## config.mk

```make
export PLATFORM = sky130hd
export DESIGN_NAME = hdp_read_port
export DESIGN_NICKNAME = d
export VERILOG_FILES = /design/src/pkg/hdp_pkg.sv /design/src/pkg/hdp_fetch_if.sv /design/src/rtl/hdp_read_port.sv /design/src/rtl/hdp_fetch.sv
export SDC_FILE = /design/constraint.sdc
export NUM_CORES = 1
export LEC_CHECK = 0
export ABC_AREA = 1
export BUFFER_PORTS_ARGS = -buffer_cell sky130_fd_sc_hd__buf_2
export CAP_MARGIN = 20
export CORE_MARGIN = 2
export CORE_UTILIZATION = 38
export DETAILED_ROUTE_END_ITERATION = 12
export PLACE_DENSITY_LB_ADDON = 0.25
export RECOVER_POWER = 100
export SLEW_MARGIN = 20
export SYNTH_ARGS = -nofsm -noshare
export SYNTH_HDL_FRONTEND = slang
export SYNTH_SLANG_ARGS = --single-unit
```

## constraint.sdc

```tcl
create_clock -name clk_i -period 1.8 [get_ports clk_i]
set_input_delay 0.09 -clock clk_i [delete_from_list [all_inputs] [get_ports clk_i]]
set_output_delay 0.09 -clock clk_i [all_outputs]
set_load 0.05 [all_outputs]
```

## src/pkg/hdp_pkg.sv

```systemverilog
// shared constants and types of the host dma port read path
// assumes one 100 MHz clock; address latching and write cycles live next door
package hdp_pkg;
  localparam int          ADDR_W      = 14;
  localparam int          DATA_W      = 16;
  localparam int          PM_W        = 24;
  localparam int          PM_LOW_W    = PM_W - DATA_W;
  localparam logic [13:0] OVL_ADDR    = 14'h3fe7;
  localparam int          SRO_BIT     = 14;
  localparam logic [15:0] OVL_RESET   = 16'h0000;
  localparam logic [15:0] DRIVE_RESET = 16'h0000;

  typedef enum logic [2:0] {
    HDP_IDLE  = 3'b001,
    HDP_FETCH = 3'b010,
    HDP_HOLD  = 3'b100
  } hdp_state_e;
endpackage

```

## src/pkg/hdp_fetch_if.sv

```systemverilog
// carrier between the read sequencer and the memory fetch unit
// assumes both ends run on the same clock
`timescale 1ns/100ps
interface hdp_fetch_if;
  logic        req;
  logic        is_pm;
  logic [13:0] addr;
  logic        done;
  logic [15:0] word;
  modport seq (output req, output is_pm, output addr, input done, input word);
  modport unit (input req, input is_pm, input addr, output done, output word);
endinterface

```

## src/rtl/hdp_read_port.sv

```systemverilog
// read side of the host dma port with overlay control and strap capture
// assumes strobes and address arrive synchronous to clk_i from the latch logic
`timescale 1ns/100ps
module hdp_read_port
  import hdp_pkg::*;
(
  input  wire logic              clk_i,
  input  wire logic              rst_n_i,
  input  wire logic              port_select_n_i,
  input  wire logic              port_read_strobe_n_i,
  input  wire logic [ADDR_W-1:0] port_addr_i,
  input  wire logic              port_is_pm_i,
  output logic                   port_ack_n_o,
  input  wire logic              host_ovl_wr_i,
  input  wire logic [ADDR_W-1:0] host_ovl_addr_i,
  input  wire logic [DATA_W-1:0] host_ovl_wdata_i,
  input  wire logic              core_ovl_wr_i,
  input  wire logic [ADDR_W-1:0] core_ovl_addr_i,
  input  wire logic [DATA_W-1:0] core_ovl_wdata_i,
  output logic [DATA_W-1:0]      ovl_rdata_o,
  output logic                   short_read_only_o,
  input  wire logic              host_port_strap_i,
  output logic                   host_port_mode_o,
  input  wire logic [DATA_W-1:0] ext_addr_i,
  input  wire logic              ext_addr_oe_i,
  output logic [DATA_W-1:0]      shared_pin_o,
  output logic                   shared_pin_oe_o,
  output logic                   mem_rd_o,
  output logic [ADDR_W-1:0]      mem_addr_o,
  output logic                   mem_pm_o,
  input  wire logic [PM_W-1:0]   mem_rdata_i,
  input  wire logic              mem_rvalid_i
);
  typedef struct packed {
    hdp_state_e        state;
    logic [DATA_W-1:0] ovl;
    logic [DATA_W-1:0] drive;
    logic [DATA_W-1:0] next_word;
    logic              pending;
    logic              strap_done;
    logic              host_mode;
  } hdp_port_s;

  hdp_port_s   st;
  hdp_port_s   next_st;
  hdp_fetch_if fi ();

  logic access;
  logic sro;
  logic port_ad_oe;

  assign access = !port_select_n_i && !port_read_strobe_n_i;
  assign sro    = st.ovl[SRO_BIT];

  function automatic logic ovl_hit(input logic wr, input logic [ADDR_W-1:0] addr);
    return wr && (addr == OVL_ADDR);
  endfunction

  always_comb begin
    next_st = st;
    fi.req   = 1'b0;
    fi.is_pm = port_is_pm_i;
    fi.addr  = port_addr_i;

    // either agent may write; the host write lands last when both collide
    if (ovl_hit(core_ovl_wr_i, core_ovl_addr_i)) begin
      next_st.ovl = core_ovl_wdata_i;
    end
    if (ovl_hit(host_ovl_wr_i, host_ovl_addr_i)) begin
      next_st.ovl = host_ovl_wdata_i;
    end

    // straps are caught on the first edge after reset release, then frozen
    if (!st.strap_done) begin
      next_st.strap_done = 1'b1;
      next_st.host_mode  = host_port_strap_i;
    end

    unique case (st.state)
      HDP_IDLE: begin
        if (st.pending) begin
          next_st.drive   = st.next_word;
          next_st.pending = 1'b0;
        end
        if (access) begin
          fi.req        = 1'b1;
          next_st.state = HDP_FETCH;
        end
      end
      HDP_FETCH: begin
        if (fi.done) begin
          if (access && !sro) begin
            next_st.drive = fi.word;
            next_st.state = HDP_HOLD;
          end else begin
            // host ended early or mode keeps previous data: swap at access end
            next_st.next_word = fi.word;
            next_st.pending   = 1'b1;
            next_st.state     = access ? HDP_HOLD : HDP_IDLE;
          end
        end
      end
      HDP_HOLD: begin
        if (!access) begin
          next_st.state = HDP_IDLE;
        end
      end
    endcase
  end

  always_ff @(posedge clk_i or negedge rst_n_i) begin
    if (!rst_n_i) begin
      st            <= '0;
      st.state      <= HDP_IDLE;
      st.ovl        <= OVL_RESET;
      st.drive      <= DRIVE_RESET;
      st.next_word  <= DRIVE_RESET;
    end else begin
      st <= next_st;
    end
  end

  hdp_fetch u_fetch (
    .clk_i        (clk_i),
    .rst_n_i      (rst_n_i),
    .fi           (fi.unit),
    .mem_rd_o     (mem_rd_o),
    .mem_addr_o   (mem_addr_o),
    .mem_pm_o     (mem_pm_o),
    .mem_rdata_i  (mem_rdata_i),
    .mem_rvalid_i (mem_rvalid_i)
  );

  // ack is combinational so busy shows in the cycle the access is seen
  assign port_ack_n_o = (st.state == HDP_FETCH) ||
                        ((st.state == HDP_IDLE) && access);
  // bus follows the strobes directly, so it lets go in the cycle access ends
  assign port_ad_oe        = access && st.host_mode;
  assign shared_pin_o      = st.host_mode ? st.drive : ext_addr_i;
  assign shared_pin_oe_o   = st.host_mode ? port_ad_oe : ext_addr_oe_i;
  assign ovl_rdata_o       = st.ovl;
  assign short_read_only_o = sro;
  assign host_port_mode_o  = st.host_mode;

  // checks below watch the port from the device side of the pins
  chk_ack_on_start: assert property (@(posedge clk_i) disable iff (!rst_n_i)
    (st.state == HDP_IDLE && access) |-> (port_ack_n_o ##1 st.state == HDP_FETCH))
    else $error("ack not raised at read start");

  chk_prev_on_start: assert property (@(posedge clk_i) disable iff (!rst_n_i)
    (st.host_mode && st.state == HDP_IDLE && !st.pending && access)
      |-> (shared_pin_oe_o && shared_pin_o == st.drive))
    else $error("previous word not driven at read start");

  chk_sro_stable: assert property (@(posedge clk_i) disable iff (!rst_n_i)
    (sro && st.host_mode && access && st.state != HDP_IDLE && $past(access))
      |-> $stable(shared_pin_o))
    else $error("word changed during short-read-only access");

  chk_bus_release: assert property (@(posedge clk_i) disable iff (!rst_n_i)
    (st.host_mode && $past(access) && !access) |-> !shared_pin_oe_o)
    else $error("bus still driven after read end");

  chk_long_data: assert property (@(posedge clk_i) disable iff (!rst_n_i)
    (st.state == HDP_FETCH && fi.done && access && !sro)
      |=> (shared_pin_o == $past(fi.word) && st.state == HDP_HOLD))
    else $error("long read ack without new word");

  chk_sro_by_write: assert property (@(posedge clk_i) disable iff (!rst_n_i)
    $changed(sro) |-> $past(ovl_hit(core_ovl_wr_i, core_ovl_addr_i) ||
                            ovl_hit(host_ovl_wr_i, host_ovl_addr_i)))
    else $error("short-read-only changed without overlay write");

  chk_strap_frozen: assert property (@(posedge clk_i) disable iff (!rst_n_i)
    st.strap_done |=> ($stable(host_port_mode_o) ##1 $stable(host_port_mode_o)))
    else $error("strap state moved after capture");

  chk_pin_mux: assert property (@(posedge clk_i) disable iff (!rst_n_i)
    (!host_port_mode_o) |-> (shared_pin_o == ext_addr_i && shared_pin_oe_o == ext_addr_oe_i))
    else $error("shared pins not on external memory function");

  chk_ack_busy_fetch: assert property (@(posedge clk_i) disable iff (!rst_n_i)
    (st.state == HDP_FETCH) |-> port_ack_n_o)
    else $error("ack not busy while fetching");

  chk_ack_ready_hold: assert property (@(posedge clk_i) disable iff (!rst_n_i)
    (st.state == HDP_HOLD) |-> !port_ack_n_o)
    else $error("ack not ready once the word is served");

  chk_ack_ready_idle: assert property (@(posedge clk_i) disable iff (!rst_n_i)
    (st.state == HDP_IDLE && !access) |-> !port_ack_n_o)
    else $error("ack busy while no read is open");

  chk_single_fetch: assert property (@(posedge clk_i) disable iff (!rst_n_i)
    (st.state != HDP_IDLE) |-> !fi.req)
    else $error("fetch requested outside a read start");

  chk_fetch_on_start: assert property (@(posedge clk_i) disable iff (!rst_n_i)
    (st.state == HDP_IDLE && access) |=> (mem_rd_o || fi.done))
    else $error("read start issued no fetch");

  chk_pending_swap: assert property (@(posedge clk_i) disable iff (!rst_n_i)
    (st.state == HDP_IDLE && st.pending)
      |=> (st.drive == $past(st.next_word) && !st.pending))
    else $error("held word not moved to pins after read end");

  chk_sro_keeps_prev: assert property (@(posedge clk_i) disable iff (!rst_n_i)
    (sro && st.state == HDP_FETCH && fi.done) |=> (st.drive == $past(st.drive)))
    else $error("short-read-only replaced the driven word early");

  chk_host_wins: assert property (@(posedge clk_i) disable iff (!rst_n_i)
    (ovl_hit(core_ovl_wr_i, core_ovl_addr_i) && ovl_hit(host_ovl_wr_i, host_ovl_addr_i))
      |=> (ovl_rdata_o == $past(host_ovl_wdata_i)))
    else $error("colliding overlay writes not resolved to host");

  chk_released_idle: assert property (@(posedge clk_i) disable iff (!rst_n_i)
    (st.host_mode && !access) |-> !shared_pin_oe_o)
    else $error("bus driven with no read open");
endmodule // hdp_read_port

```

## src/rtl/hdp_fetch.sv

```systemverilog
// memory fetch unit: one request gives one 16-bit port word
// assumes memory answers a read strobe with rvalid some cycles later
`timescale 1ns/100ps
module hdp_fetch
  import hdp_pkg::*;
(
  input  wire logic              clk_i,
  input  wire logic              rst_n_i,
  hdp_fetch_if.unit              fi,
  output logic                   mem_rd_o,
  output logic [ADDR_W-1:0]      mem_addr_o,
  output logic                   mem_pm_o,
  input  wire logic [PM_W-1:0]   mem_rdata_i,
  input  wire logic              mem_rvalid_i
);
  typedef struct packed {
    logic                busy;
    logic                half;
    logic [PM_LOW_W-1:0] low;
    logic [DATA_W-1:0]   word;
    logic                done;
    logic [ADDR_W-1:0]   addr;
    logic                pm;
  } hdp_fetch_s;

  hdp_fetch_s st;
  hdp_fetch_s next_st;

  always_comb begin
    next_st      = st;
    next_st.done = 1'b0;
    if (st.busy) begin
      if (mem_rvalid_i) begin
        next_st.busy = 1'b0;
        next_st.done = 1'b1;
        if (st.pm) begin
          next_st.word = mem_rdata_i[PM_W-1:PM_LOW_W];
          next_st.low  = mem_rdata_i[PM_LOW_W-1:0];
          next_st.half = 1'b1;
        end else begin
          next_st.word = mem_rdata_i[DATA_W-1:0];
          next_st.half = 1'b0;
        end
      end
    end else if (fi.req) begin
      if (fi.is_pm && st.half) begin
        // second half comes from the stored low byte; no memory cycle
        next_st.word = {{(DATA_W-PM_LOW_W){1'b0}}, st.low};
        next_st.half = 1'b0;
        next_st.done = 1'b1;
      end else begin
        next_st.busy = 1'b1;
        next_st.addr = fi.addr;
        next_st.pm   = fi.is_pm;
      end
    end
  end

  always_ff @(posedge clk_i or negedge rst_n_i) begin
    if (!rst_n_i) begin
      st <= '0;
    end else begin
      st <= next_st;
    end
  end

  assign fi.done    = st.done;
  assign fi.word    = st.word;
  assign mem_rd_o   = st.busy;
  assign mem_addr_o = st.addr;
  assign mem_pm_o   = st.pm;

  chk_pm_second_half: assert property (@(posedge clk_i) disable iff (!rst_n_i)
    (fi.req && fi.is_pm && st.half && !st.busy) |=> (fi.done && !mem_rd_o))
    else $error("second program half did not come from the stored byte");
endmodule // hdp_fetch

```

Yosys cells after proc, flatten, opt, wreduce, memory -nomap -nowiden --
Cells that the tools add are included. Widths: inputs -> output; s select.
Storage, ports and cells: flip-flop bits (word level) 96, latch bits 0, RAM bits 0, bits in read-only memories 0, input port bits 124, output and inout port bits 52, logic and storage cells 81, memories 0
Cells by class: $add $sub $neg 0, $mul 0, divide/modulo/power cells 0, $lt $le $gt $ge 0, eq/ne operators 12, shift-type cells 0, multiplexer cells 30, bitwise logic cells 3, reduce and logical (&&, ||, !) cells 22
Operators by type and width (number):
- $mux 16 | 6
- $mux 17 | 3
- $mux 33 | 1
- $mux 32 | 1
- $pmux 16 s2 | 1
- $eq 14x14->1 const B | 2
- $mux 27 | 1
- $reduce_and 3->1 | 6
- $mux 15 | 1
- $mux 3 | 5
- $ne 2x2->1 const B | 6
- $pmux 3 s3 | 1
- $mux 8 | 1
- $reduce_bool 2->1 | 4
- $logic_and 1x1->1 | 7
- $mux 1 | 6
- $mux 2 | 2
- $reduce_and 4->1 | 1
- $eq 3x1->1 const B | 1
- $eq 3x2->1 const B | 1
- $eq 3x3->1 const B | 1
- $logic_not 1->1 | 3
- $not 1->1 | 3
- $ne 2x1->1 const B | 1
- 2 further kinds | 2

Logic depth before layout (Yosys ltp) --
Gate-level depths: netlist of the first run.
depth after elaboration 6, depth in mapped cells 10, gate-level depth less buffers 9

Hierarchy --
A second synthesis of the first run with hierarchy kept.
Second synthesis, totals: cell total of the unflattened synthesis 683, area, all modules 5322.6 µm²
By module, submodules not included:
- hdp_read_port | times used 1, cells each 429, area an instance 3158.0 µm², seq. area each 1352.5 µm²
- hdp_fetch | times used 1, cells each 254, area an instance 2164.6 µm², seq. area each 1051.0 µm²

Worst setup path before layout of the first run --
Ideal clock, no wire load.
path type reg-to-output, start point register st, in the netlist host_port_mode_o, end point output shared_pin_oe_o, data arrival time 1.949 ns, required time 1.710 ns, setup slack -0.239 ns, stages on the path, launching flop included 5, buffers on the path 2, cell sequence dfrtp_1 -> buf_2 -> buf_2 -> nor2_1 -> a21oi_1
On the way: longest elaborated chain between the ends 2
RTL lines:
- start: declaration | RTL line hdp_read_port.sv:44 | hdp_port_s st;
- start signal: assignment | RTL line hdp_read_port.sv:119 | st <= next_st;
- $logic_and 1x1->1 | RTL line hdp_read_port.sv:138 | assign port_ad_oe = access && st.host_mode;
- $mux 1 * | RTL line hdp_read_port.sv:140 | assign shared_pin_oe_o = st.host_mode ? port_ad_oe : ext_addr_oe_i;
- end: declaration | RTL line hdp_read_port.sv:27 | output logic shared_pin_oe_o,
Every way passes the cells marked *; elsewhere a longest branch is shown, timed or not.

Worst setup path in the final report of the first run --
start point register st, in the netlist host_port_mode_o, end point output shared_pin_o[4]
On the way: longest elaborated chain between the ends 1
RTL lines:
- $mux 16 | RTL line hdp_read_port.sv:139 | assign shared_pin_o = st.host_mode ? st.drive : ext_addr_i;
- end: declaration | RTL line hdp_read_port.sv:26 | output logic [DATA_W-1:0] shared_pin_o,
No other way between the ends.

==> results of run 1 <==
## flip-flops by register name (all words and copies together) (netlist names)
| signal | flops |
|---|---|
| st | 37 |
| ovl_rdata_o | 16 |
| u_fetch.fi.word | 16 |
| u_fetch.mem_addr_o | 14 |
| u_fetch.st | 9 |
| host_port_mode_o | 1 |
| u_fetch.fi.done | 1 |
| u_fetch.mem_pm_o | 1 |
| u_fetch.mem_rd_o | 1 |
## path summary, 6_finish.rpt
check	from	endpoint	slack, ns	depth (start not counted)
worst max register to register	st[52]$_DFFE_PN0P_	st[12]$_DFFE_PN0P_	0.19	7
worst max-delay path	host_port_mode_o$_DFFE_PN0N_	shared_pin_o[4]	0.14	2
worst min register to register	st[26]$_DFFE_PN0P_	st[26]$_DFFE_PN0P_	0.47	2
max in group asynchronous	rst_n_i	u_fetch.fi.word[2]$_DFFE_PN0P_	0.41	3
min in group asynchronous	rst_n_i	ovl_rdata_o[15]$_DFFE_PN0P_	0.36	2
worst min-delay path	mem_rdata_i[1]	u_fetch.st[33]$_DFFE_PN0P_	0.01	2
## metal layers
metal  wire, µm  vias to the layer above  track usage
met3        730                       18       0.0499
met4        265                        0       0.0662
met1       5460                     2056        0.224
li1           -                     2347            -
met2       5820                      127        0.293
met5          0                        -            0
## Yosys cell counts, types with 2 or more instances
cell type,number,area (µm²)
sky130_fd_sc_hd__nor2_1,10,37.5
sky130_fd_sc_hd__buf_6,3,33.8
sky130_fd_sc_hd__nand4_1,10,62.6
sky130_fd_sc_hd__nor2_2,3,18.8
sky130_fd_sc_hd__buf_1,2,7.51
sky130_fd_sc_hd__buf_2,15,75.1
sky130_fd_sc_hd__nor2_4,2,22.5
sky130_fd_sc_hd__nand2_1,214,803
sky130_fd_sc_hd__nor3_1,2,10.0
sky130_fd_sc_hd__clkbuf_1,7,26.3
sky130_fd_sc_hd__inv_1,51,191
sky130_fd_sc_hd__mux2_2,25,282
sky130_fd_sc_hd__dfrtp_1,95,2380
sky130_fd_sc_hd__buf_4,32,240
sky130_fd_sc_hd__a21oi_1,19,95.1
sky130_fd_sc_hd__nand2_2,5,31.3
sky130_fd_sc_hd__nand3_1,82,410
sky130_fd_sc_hd__o21ai_0,46,230
sky130_fd_sc_hd__inv_2,2,7.51
## power groups by stage
stage,logic [mW],clock network [mW],registers (mW)
floorplan,2.32,0,3.23
global placement,2.73,0,3.33
detailed placement,2.80,0,3.33
CTS,2.85,1.75,3.31
global route,3.07,1.86,3.41
finish,2.78,1.70,3.31
## through the flow
| step | cell area (µm²) | instances | hold slack (ns) |
|---|---|---|---|
| 2_1_floorplan | 5090 | 634 | -0.206 |
| 3_3_place_gp | 5930 | 942 | 0.0623 |
| 3_5_place_dp | 5930 | 942 | 0.0559 |
| 4_1_cts | 6450 | 983 | 0.00329 |
| 5_1_grt | 6400 | 984 | 0.00507 |
| 6_report | 6400 | 984 | 0.0129 |
## cell type report
cell class	count	area share
inverters	54	0.0317
multi-input cells	425	0.328
flip-flops and latches	96	0.376
clock inverters	3	0.00313
repair buffers	218	0.190
well taps	176	0.0344
clock buffers	12	0.0370
## kinds of logic (layout without fill, tap and decap cells)
kind of cell / count (synthesis) / count (layout)
mux: 25 / 25
flops: 96 / 96
buf+inv: 113 / 287
simple gates: 332 / 332
other cells: 1 / 1
compound gates: 67 / 67
## repair_timing
item                                    4_1_cts  5_1_grt
hold buffers                                 26        1
resized for setup                             1        3
endpoints found under the setup margin       16       23
endpoints found under the hold margin        51        1
## worst register-to-register path: cells and delay by family, from the launching register on
kind | cells | cell delay, ns
and+or+nand+nor | 5 | 0.95
DFF | 1 | 0.36
buffers and inverters | 1 | 0.09
AOI/OAI and AO/OA | 1 | 0.09
==> summary.md, run 1 <==
| Metric | Value |
|---|---|
| Chip height | `about 120 µm` |
| Data arrival, critical path | `1.57 ns` |
| Site row count | `42` |
| Async set-reset flop share out of synthesis | `1.00` |
| Clk pin slew, worst setup/hold paths | `0.06 ns` |
| Max rail drop VDD | `0.000760 V` |
| Count of unresolved DRC violations after routing | `0` |
| Power density relative to cell area | `about 1200 nW/µm²` |
| Final hold violation count | `0` |
| Unrepaired setup endpoints after global routing | `no` |
| Compound-cell area share of the yosys netlist | `0.0694` |
| Share of power burned in combinational logic | `0.357` |
| Count of buffers inserted at the top-level ports | `175` |
| Xor and xnor fraction of the mapped netlist area | `0` |
| Sum of buffers and inverters on the critical path | `1` |
| Ratio of final minimum period to clock period | `0.925` |
| Fraction of synthesized area in multiplexers | `0.0554` |
| Maximum fanout along the worst path | `20` |
| Mapped cell area | `approximately 5100 µm²` |
| Count of maximum capacitance violations | `0` |
| Fraction of final layout cells sized beyond drive strength 1 | `0.260` |
| Die Width | `roughly 120 µm` |
| Number of nets produced by synthesis | `758` |
| Synth cell types | `28` |
| CTS root buffer | `sky130_fd_sc_hd__clkbuf_16` |
| Timing-limited maximum frequency | `approximately 0.6 GHz` |
| Number of antenna violations at the first check in global routing | `0` |
| Leakage component of the power | `3.53 nW` |
| Post-synthesis sequential element count | `96` |
| Effective utilization at floorplan | `0.387` |
| Number of flops mapped to enable cells by yosys | `0` |
| Worst Slack Setup Final | `about 0.14 ns` |
| Signed area change from the synthesized netlist to the final layout | `25.9%` |
| Total routing usage reported by global routing | `0.178` |
| Critical path type | `reg -> out` |
| Area enclosed by the die boundary | `between 10000 and 15000 µm²` |
| Family with the most delay on the worst path | `flip-flops` |
| Drt first-iter violations | `around 240` |
| Kind of start point of the critical path | `register` |
| Placed wire-length estimate after detailed placement | `between 9000 and 10000 µm` |
| Largest family of logic cells by synthesized area | `simple AND/OR/NAND/NOR gates` |
| Final weighted congestion in routability-driven placement | `between 0.8 and 0.9` |
| Max stage delay on crit path | `0.61 ns` |
| Post-Synthesis Mean Instance Area | `roughly 8.0 µm²` |
| Count of endpoints failing setup in the final report | `0` |
| Antenna Diode Count | `0` |
| Area of the multi-input gates | `approximately 2100 µm²` |
| Number of sinks handled by clock tree synthesis | `96` |
| Core region area | `between 10000 and 15000 µm²` |
| Run status | `completed` |
| Total power consumption of the routed design | `between 7 and 8 mW` |
| Clock share of power | `0.219` |
| Average wire per standard cell | `around 12 µm` |
| Count of fill cells added during filler insertion | `roughly 1.3k` |
| Clk Latency, worst-skew pair | `between 0.3 and 0.4 ns` |
| Number of top-level design ports | `176` |
| Area used by sequential logic in the layout | `approximately 2400 µm²` |
| Critical path endpoint category | `output port` |
| Detailed-routing iteration count for the pre-antenna-repair pass | `4` |
| Dpl ws | `between 0.1 and 0.15 ns` |
| Slowest cell on the critical path | `sky130_fd_sc_hd__dfrtp_2` |
| Via count of the routed design | `4548` |
| Required time of the critical path | `approximately 1.7 ns` |
| Final core occ | `0.487` |
| Cell internal pwr | `4.65 mW` |
| Most frequent standard cell in the layout excluding fill and tap cells | `sky130_fd_sc_hd__nand2_1` |
| Vias in the first global route | `roughly 4.5k` |
| Tightest slew margin relative to the limit | `0.493` |
| Commonest non-fill, non-tap cells in the layout | `215 x sky130_fd_sc_hd__nand2_1, 121 x sky130_fd_sc_hd__buf_2, 94 x sky130_fd_sc_hd__dfrtp_1` |
| Switching power | `3.14 mW` |
| Tightest Pin Transition | `around 0.76 ns` |
| Clock tree from TritonCTS | `built` |
| Maximum number of pins on one net before global-route repair | `37` |
| Fin Setup TNS | `0 ns` |
| Worst min path class | `in -> reg` |
| Commonest register cell after synthesis | `sky130_fd_sc_hd__dfrtp_1` |
| Sequential share of power | `0.424` |
| Via density per instance | `about 4.6` |
| Proportion of synthesized chip area in sequential cells | `0.473` |
| Simple logic cell fraction of the synthesized area | `0.286` |
| Total overflow reported by the global router | `0` |
| Total Routed Length | `~12000 µm` |
| Post-synthesis share of cell area spent on full adders, half adders and majority gates | `0` |
| Shortest clock period the worst path allows after layout | `1.66 ns` |
| Yosys warning count | `0` |
| Cell-by-cell trace of the critical path | `mux2_2 > clkbuf_2` |
| Clock buffers created by TritonCTS | `9` |
| Switch share | `0.404` |
| Number of nets with antenna violations after routing | `0` |
| Post-CTS setup buffers | `0` |
| Global-route wire length before repair | `just over 20000 µm` |
| Synthesized netlist cell count | `roughly 630` |
| Final nets | `~930` |
| Clock skew after layout | `approximately 0.0073 ns` |
| H-tree depth reported by CTS | `3` |
| Max clock buf depth | `2` |
| Max-slew violation total from the final report | `0` |
Power figures use the tool's default switching activity.
==> inputs of run 2 (changes only) <==
--- a/config.mk
+++ b/config.mk
@@ -5,11 +5,10 @@
 export SDC_FILE = /design/constraint.sdc
 export NUM_CORES = 1
 export LEC_CHECK = 0
-export ABC_AREA = 1
 export BUFFER_PORTS_ARGS = -buffer_cell sky130_fd_sc_hd__buf_2
 export CAP_MARGIN = 20
 export CORE_MARGIN = 2
-export CORE_UTILIZATION = 38
+export CORE_UTILIZATION = 40
 export DETAILED_ROUTE_END_ITERATION = 12
 export PLACE_DENSITY_LB_ADDON = 0.25
 export RECOVER_POWER = 100
==> run 2 against run 1 <==
- highest routed layer unchanged
- worst setup slack worse by 0.11 ns
- routed wire length decreased by 3.5%
- combinational power fell by 72%
- largest power group unchanged
- register-to-register slack worse by 0.17 ns
- clock-buffer cell count grew 3
- fmax is 6.4% lower
- core utilization rose by 6.5 points
- the run now ends with DRC left
- clock power increased by 9%
- global-route usage increased by 0.97 points
- critical endpoint is now st[24]$_DFFE_PN0P_
==> summary.md, run 2 <==
| Metric | Value |
|---|---|
| Run status | `finished, violations left` |
| Failing checks | `DRC` |
| Antenna Diode Count | `0` |
| Clock tree from TritonCTS | `built` |
| Async set-reset flop share out of synthesis | `1.00` |
| Placed wire-length estimate after detailed placement | `8390 µm` |
| Max clock buf depth | `2` |
| Max-slew violation total from the final report | `0` |
| Max stage delay on crit path | `0.47 ns` |
| Chip height | `approximately 110 µm` |
| Unrepaired setup endpoints after global routing | `yes` |
| H-tree depth reported by CTS | `3` |
| Final core occ | `0.552` |
| Site row count | `39` |
| Die Width | `between 100 and 150 µm` |
| Post-route design area | `about 6400 µm²` |
| Area used by sequential logic in the layout | `2410 µm²` |
| Area of the multi-input gates | `roughly 2100 µm²` |
| Post-synthesis sequential element count | `96` |
| CTS root buffer | `sky130_fd_sc_hd__clkbuf_16` |
| Synthesized netlist cell count | `~420` |
| Shortest clock period the worst path allows after layout | `about 1.8 ns` |
| Number of sinks handled by clock tree synthesis | `96` |
| Total Routed Length | `11900 µm` |
| Clk pin slew, worst setup/hold paths | `approximately 0.070 ns` |
| Kind of start point of the critical path | `register` |
| Worst reg2reg path depth | `5` |
| Commonest non-fill, non-tap cells in the layout | `141 x sky130_fd_sc_hd__buf_2, 91 x sky130_fd_sc_hd__dfrtp_1, 62 x sky130_fd_sc_hd__nand2_1` |
| Detailed-routing iteration count for the pre-antenna-repair pass | `10` |
| Tightest Pin Transition | `about 0.7 ns` |
| Number of top-level design ports | `roughly 180` |
| Post-Synthesis Mean Instance Area | `around 11 µm²` |
| Tightest slew margin relative to the limit | `0.534` |
| Critical path type | `reg -> reg` |
| Count of unresolved DRC violations after routing | `8` |
| Final nets | `between 700 and 800` |
| Yosys warning count | `0` |
| Signed area change from the synthesized netlist to the final layout | `33.4%` |
| Critical path endpoint category | `register` |
| Ratio of final minimum period to clock period | `0.988` |
| Fraction of final layout cells sized beyond drive strength 1 | `0.425` |
| Commonest register cell after synthesis | `sky130_fd_sc_hd__dfrtp_1` |
| Required time of the critical path | `just over 2 ns` |
| Number of flops mapped to enable cells by yosys | `0` |
| Cell-by-cell trace of the critical path | `or3b_4 > buf_4 > nand2_1 > o21ai_0 > mux2_2` |
| Power density relative to cell area | `787 nW/µm²` |
| Drt first-iter violations | `~150` |
| Number of antenna violations at the first check in global routing | `0` |
| Average wire per standard cell | `between 15 and 20 µm` |
| Leakage component of the power | `3.16 nW` |
| Synth cell types | `35` |
| Clock skew after layout | `between 0.003 and 0.004 ns` |
| Area enclosed by the die boundary | `12800 µm²` |
| Number of nets with antenna violations after routing | `0` |
| Global-route wire length before repair | `about 19000 µm` |
| Largest register by flop count | `st` |
| Number of cells on the worst hold path | `3` |
| Mapped cell area | `between 4000 and 5000 µm²` |
| Clock buffers created by TritonCTS | `9` |
| Data arrival, critical path | `~2.0 ns` |
| Maximum number of pins on one net before global-route repair | `53` |
| Top post-synthesis cells by area | `sky130_fd_sc_hd__dfrtp_1 50%, sky130_fd_sc_hd__mux2_2 15%, sky130_fd_sc_hd__mux2i_1 6.9%, sky130_fd_sc_hd__buf_4 5.2%, sky130_fd_sc_hd__nand2_1 5.0%` |
| Via density per instance | `between 4 and 5` |
| Via count of the routed design | `~3.7k` |
| Commonest cells in the netlist | `95 x sky130_fd_sc_hd__dfrtp_1, 64 x sky130_fd_sc_hd__mux2_2, 63 x sky130_fd_sc_hd__nand2_1` |
| Count of buffers inserted at the top-level ports | `175` |
| Clk Latency, worst-skew pair | `roughly 0.34 ns` |
| Cell type with the largest total area after synthesis | `sky130_fd_sc_hd__dfrtp_1` |
| Core region area | `between 10000 and 15000 µm²` |
| Number of nets produced by synthesis | `540` |
| Vias in the first global route | `3853` |
| Count of fill cells added during filler insertion | `~1.1k` |
| Most frequent standard cell in the layout excluding fill and tap cells | `sky130_fd_sc_hd__buf_2` |
| Effective utilization at floorplan | `0.414` |
| Slowest cell on the critical path | `sky130_fd_sc_hd__dfrtp_1` |
| Maximum fanout along the worst path | `32` |
| Total routing usage reported by global routing | `0.188` |
| Most numerous cell in the Yosys netlist | `sky130_fd_sc_hd__dfrtp_1` |
| Total overflow reported by the global router | `0` |
| Final hold violation count | `0` |
| Cell Area, Placed | `5650 µm²` |
| Max rail drop VDD | `0.000497 V` |
| Count of maximum capacitance violations | `0` |
| Flip-flop count of the largest register, all copies and words added | `37` |
| Proportion of synthesized chip area in sequential cells | `0.504` |
| Worst min path class | `in -> reg` |
| Final weighted congestion in routability-driven placement | `roughly 0.79` |
| Post-CTS setup buffers | `0` |
| Worst hold margin | `about 0.032 ns` |
| Area share of the largest cell type after synthesis | `0.499` |
| Timing-limited maximum frequency | `about 0.56 GHz` |
| Count of endpoints failing setup in the final report | `0` |
## run 2: cell types whose count changed after synthesis, sizes merged, moves of 11 or more
| cell | change |
|---|---|
| a21oi | -15 |
| buf | -11 |
| inv | -51 |
| mux2 | +48 |
| mux2i | +33 |
| nand2 | -157 |
| nand3 | -81 |
| o21ai | -13 |
## run 2: what timing repair did
item / 4_1_cts / 5_1_grt
resized for setup: 3 / 12
hold buffers: 42 / 0
endpoints found under the setup margin: 33 / 36
hold endpoints to repair: 64 / 0
cloned: 0 / 1
pin swaps: 1 / 1
## run 2: path summary, 6_finish.rpt
| check | start | to | slack [ns] |
|---|---|---|---|
| setup / recovery | st[53]$_DFFE_PN0P_ | st[24]$_DFFE_PN0P_ | 0.02 |
| hold / removal | core_ovl_wdata_i[10] | ovl_rdata_o[10]$_DFFE_PN0P_ | 0.03 |
| setup reg to reg | st[53]$_DFFE_PN0P_ | st[24]$_DFFE_PN0P_ | 0.02 |
| hold reg to reg | st[2]$_DFFE_PN0P_ | st[2]$_DFFE_PN0P_ | 0.48 |
| max in group asynchronous | rst_n_i | host_port_mode_o$_DFFE_PN0N_ | 0.51 |
| min in group asynchronous | rst_n_i | u_fetch.mem_addr_o[6]$_DFFE_PN0P_ | 0.20 |
## run 2: stage by stage
step / instances / setup WS [ns] / power [mW] / setup TNS, ns
2_1_floorplan: 416 / -0.0915 / 2.85 / -1.56
3_3_place_gp: 696 / -0.0118 / 3.11 / -0.0886
3_5_place_dp: 696 / -0.0416 / 3.13 / -0.524
4_1_cts: 754 / 0.00269 / 5.06 / 0
5_1_grt: 755 / -0.0272 / 5.23 / -0.0824
6_report: 755 / 0.0211 / 5.00 / 0
## run 2: where the power goes
part           internal [mW]  total [mW]  switching (mW)  leakage [nW]
Sequential              2.28        2.39           0.111          1.29
Combinational          0.351       0.766           0.415          1.73
Clock                   1.06        1.85           0.788         0.141
## run 2: cells by family after synthesis
logic type             share of synthesized area
AND/OR/NAND/NOR                            0.101
flip-flops                                 0.504
other                                   0.000787
AO/OA/AOI/OAI                             0.0703
buffers and inverters                     0.0745
multiplexers                               0.249
## run 2: final cells by class
cell class / count / share of cell area
clock buffer: 15 / 0.0437
clock inverter: 1 / 0.00138
inverter: 2 / 0.00118
multi-input combinational: 266 / 0.326
sequential: 96 / 0.379
tap: 143 / 0.0281
timing repair buffer: 232 / 0.221
## run 2: routing by layer
layer	track usage	vias to the layer above	share of wire
li1	-	1813	-
met1	0.251	1804	0.45
met2	0.301	90	0.49
met3	0.0428	20	0.039
met4	0.0683	0	0.019
met5	0	-	0
## run 2: worst max-delay path: cells and delay by family, from the launching register on
kind,cells,cell delay (ns)
flops,1,0.47
mux,1,0.29
compound gates,1,0.13
buf+inv,1,0.23
simple gates,2,0.52
==> inputs of run 3 (changes only) <==
--- a/config.mk
+++ b/config.mk
@@ -5,11 +5,12 @@
 export SDC_FILE = /design/constraint.sdc
 export NUM_CORES = 1
 export LEC_CHECK = 0
-export BUFFER_PORTS_ARGS = -buffer_cell sky130_fd_sc_hd__buf_2
+export BUFFER_PORTS_ARGS = -buffer_cell sky130_fd_sc_hd__buf_4
 export CAP_MARGIN = 20
 export CORE_MARGIN = 2
 export CORE_UTILIZATION = 40
 export DETAILED_ROUTE_END_ITERATION = 12
+export GPL_ROUTABILITY_DRIVEN = 0
 export PLACE_DENSITY_LB_ADDON = 0.25
 export RECOVER_POWER = 100
 export SLEW_MARGIN = 20
==> constraint.sdc (replaced) <==
create_clock -name clk_i -period 2.1 [get_ports clk_i]
set_input_delay 0.105 -clock clk_i [delete_from_list [all_inputs] [get_ports clk_i]]
set_output_delay 0.105 -clock clk_i [all_outputs]
set_load 0.05 [all_outputs]
==> run 3 against run 2 <==
- the run still ends with DRC left
- combinational power is 12% lower
- routed wire length shrank 4.0%
- clock-buffer cell count is 4 lower
- clock power shrank 8%
- non-clock buffer count decreased by 22
- critical path type unchanged
- largest power group unchanged
==> summary.md, run 3 (synthesis results as in run 2) <==
| Metric | Value |
|---|---|
| Run status | `finished, violations left` |
| Failing checks | `DRC` |
| Global-route wire length before repair | `between 15000 and 20000 µm` |
| Final hold violation count | `0` |
| CTS root buffer | `sky130_fd_sc_hd__clkbuf_16` |
| Flip-flop count of the largest register, all copies and words added | `37` |
| Max-slew violation total from the final report | `0` |
| Drt first-iter violations | `130` |
| Power density relative to cell area | `~700 nW/µm²` |
| Maximum fanout along the worst path | `10` |
| Clock tree from TritonCTS | `built` |
| Cell internal pwr | `3.32 mW` |
| Number of sinks handled by clock tree synthesis | `96` |
| Average wire per standard cell | `15.6 µm` |
| Sum of buffers and inverters on the critical path | `0` |
| Effective utilization at floorplan | `0.414` |
| Clk pin slew, worst setup/hold paths | `~0.06 ns` |
| Number of placed instances with taps included | `~700` |
| Most frequent standard cell in the layout excluding fill and tap cells | `sky130_fd_sc_hd__buf_4` |
| Timing-limited maximum frequency | `roughly 0.5 GHz` |
| Number of top-level design ports | `approximately 180` |
| Final cell count without fillers | `between 700 and 800` |
| Tightest Pin Transition | `around 1.1 ns` |
| Largest register by flop count | `st` |
| Die Width | `113 µm` |
| Count of unresolved DRC violations after routing | `5` |
| Signed area change from the synthesized netlist to the final layout | `33.0%` |
| Data arrival, critical path | `between 2 and 2.5 ns` |
| Site row count | `39` |
| H-tree depth reported by CTS | `3` |
| Count of endpoints failing setup in the final report | `0` |
| Number of antenna violations at the first check in global routing | `0` |
| Total Routed Length | `11400 µm` |
| Count of buffers inserted at the top-level ports | `175` |
| Vias in the first global route | `~3.8k` |
| Max rail drop VDD | `approximately 0.00036 V` |
| Number of nets with antenna violations after routing | `0` |
| Fin Setup TNS | `0 ns` |
| Chip height | `approximately 110 µm` |
| Placed wire-length estimate after detailed placement | `~8700 µm` |
| Required time of the critical path | `roughly 2.3 ns` |
| Via count of the routed design | `around 3.6k` |
| Detailed-routing iteration count for the pre-antenna-repair pass | `10` |
| Core region area | `11500 µm²` |
| Number of gates given a new drive strength after cts | `0` |
| Total overflow reported by the global router | `0` |
| Leakage component of the power | `between 3 and 4 nW` |
| Slowest cell on the critical path | `sky130_fd_sc_hd__dfstp_1` |
| Critical path type | `reg -> reg` |
| Tightest slew margin relative to the limit | `0.239` |
| Max stage delay on crit path | `roughly 0.61 ns` |
| Switch share | `0.248` |
| Clock skew after layout | `0.00516 ns` |
| Clock share of power | `0.386` |
| Post-CTS setup buffers | `0` |
| Clock buffers created by TritonCTS | `9` |
| Share of power burned in combinational logic | `0.153` |
| Clk Latency, worst-skew pair | `0.33 ns` |
| Count of maximum capacitance violations | `0` |
| Fraction of final layout cells sized beyond drive strength 1 | `0.397` |
| Sequential share of power | `0.461` |
| Worst min path class | `in -> reg` |
| Worst hold margin | `0.0101 ns` |
| Total routing usage reported by global routing | `0.180` |
| Ratio of final minimum period to clock period | `0.930` |
| Area enclosed by the die boundary | `around 13000 µm²` |
| Kind of start point of the critical path | `register` |
| Family with the most delay on the worst path | `compound AO/OA/AOI/OAI gates` |
| Cell-by-cell trace of the critical path | `or3b_1 > o31a_1 > a221o_1` |
| Switching power | `1.10 mW` |
| Final nets | `708` |
| Critical path endpoint category | `register` |
| Shortest clock period the worst path allows after layout | `between 1.5 and 2 ns` |
| Worst Slack Setup Final | `between 0.1 and 0.15 ns` |
| Max clock buf depth | `2` |
| Maximum number of pins on one net before global-route repair | `40` |
| Commonest non-fill, non-tap cells in the layout | `129 x sky130_fd_sc_hd__buf_4, 95 x sky130_fd_sc_hd__dfrtp_1, 64 x sky130_fd_sc_hd__mux2_2` |
| Via density per instance | `4.96` |
| Dpl ws | `around 0.20 ns` |
| Unrepaired setup endpoints after global routing | `no` |
| Antenna Diode Count | `0` |
[run 3: what timing repair did]
item,in CTS,in global routing
hold endpoints to repair,57,0
setup endpoints to repair,0,0
hold buffers,22,0
[run 3: layer usage]
metal | up-vias | part of all wire | track usage
li1 | 1760 | - | -
met1 | 1736 | 0.40 | 0.206
met2 | 128 | 0.52 | 0.331
met3 | 10 | 0.068 | 0.0514
met4 | 0 | 0.011 | 0.0407
met5 | - | 0 | 0
[run 3: path summary, 6_finish.rpt]
| kind | from | end | slack [ns] | cells past startpoint |
|---|---|---|---|---|
| worst max-delay path | st[51]$_DFFE_PN1P_ | u_fetch.fi.word[7]$_DFFE_PN0P_ | 0.15 | 3 |
| worst min-delay path | port_addr_i[12] | u_fetch.mem_addr_o[12]$_DFFE_PN0P_ | 0.01 | 2 |
| worst max register to register | st[51]$_DFFE_PN1P_ | u_fetch.fi.word[7]$_DFFE_PN0P_ | 0.15 | 3 |
| worst min register to register | st[2]$_DFFE_PN0P_ | st[2]$_DFFE_PN0P_ | 0.50 | 1 |
| max in group asynchronous | rst_n_i | u_fetch.mem_addr_o[3]$_DFFE_PN0P_ | 0.43 | 3 |
| min in group asynchronous | rst_n_i | st[53]$_DFFE_PN0P_ | 0.49 | 2 |
[run 3: layout make-up]
| cell class | count | area, µm² |
|---|---|---|
| clock inverters | 5 | 81.3 |
| inverters | 2 | 7.51 |
| fillers | 1033 | 5170 |
| well taps | 143 | 179 |
| repair buffers | 210 | 1470 |
| clock buffers | 11 | 233 |
| flip-flops and latches | 96 | 2400 |
| multi-input cells | 265 | 1960 |
[run 3: worst reg2reg max path: cells and delay by family, from the launching register on]
family	cells	cell delay [ns]
flops	1	0.61
compound gates	2	0.79
simple gates	1	0.44
[run 3: per-stage QoR]
step           utilization  area (µm²)  power [mW]
6_report             0.551        6340        4.42
5_1_grt              0.551        6340        4.61
4_1_cts              0.571        6580        4.52
3_5_place_dp         0.525        6040        2.78
3_3_place_gp         0.525        6040        2.76
2_1_floorplan            -        4770        2.44
[run 3: power by group through the flow]
stage          Sequential [mW]  Clock [mW]  Combinational (mW)
2_1_floorplan             2.05           0               0.397
3_3_place_gp              2.07           0               0.686
3_5_place_dp              2.08           0               0.699
6_report                  2.04        1.71               0.677
5_1_grt                   2.05        1.84               0.725
4_1_cts                   2.04        1.75               0.732
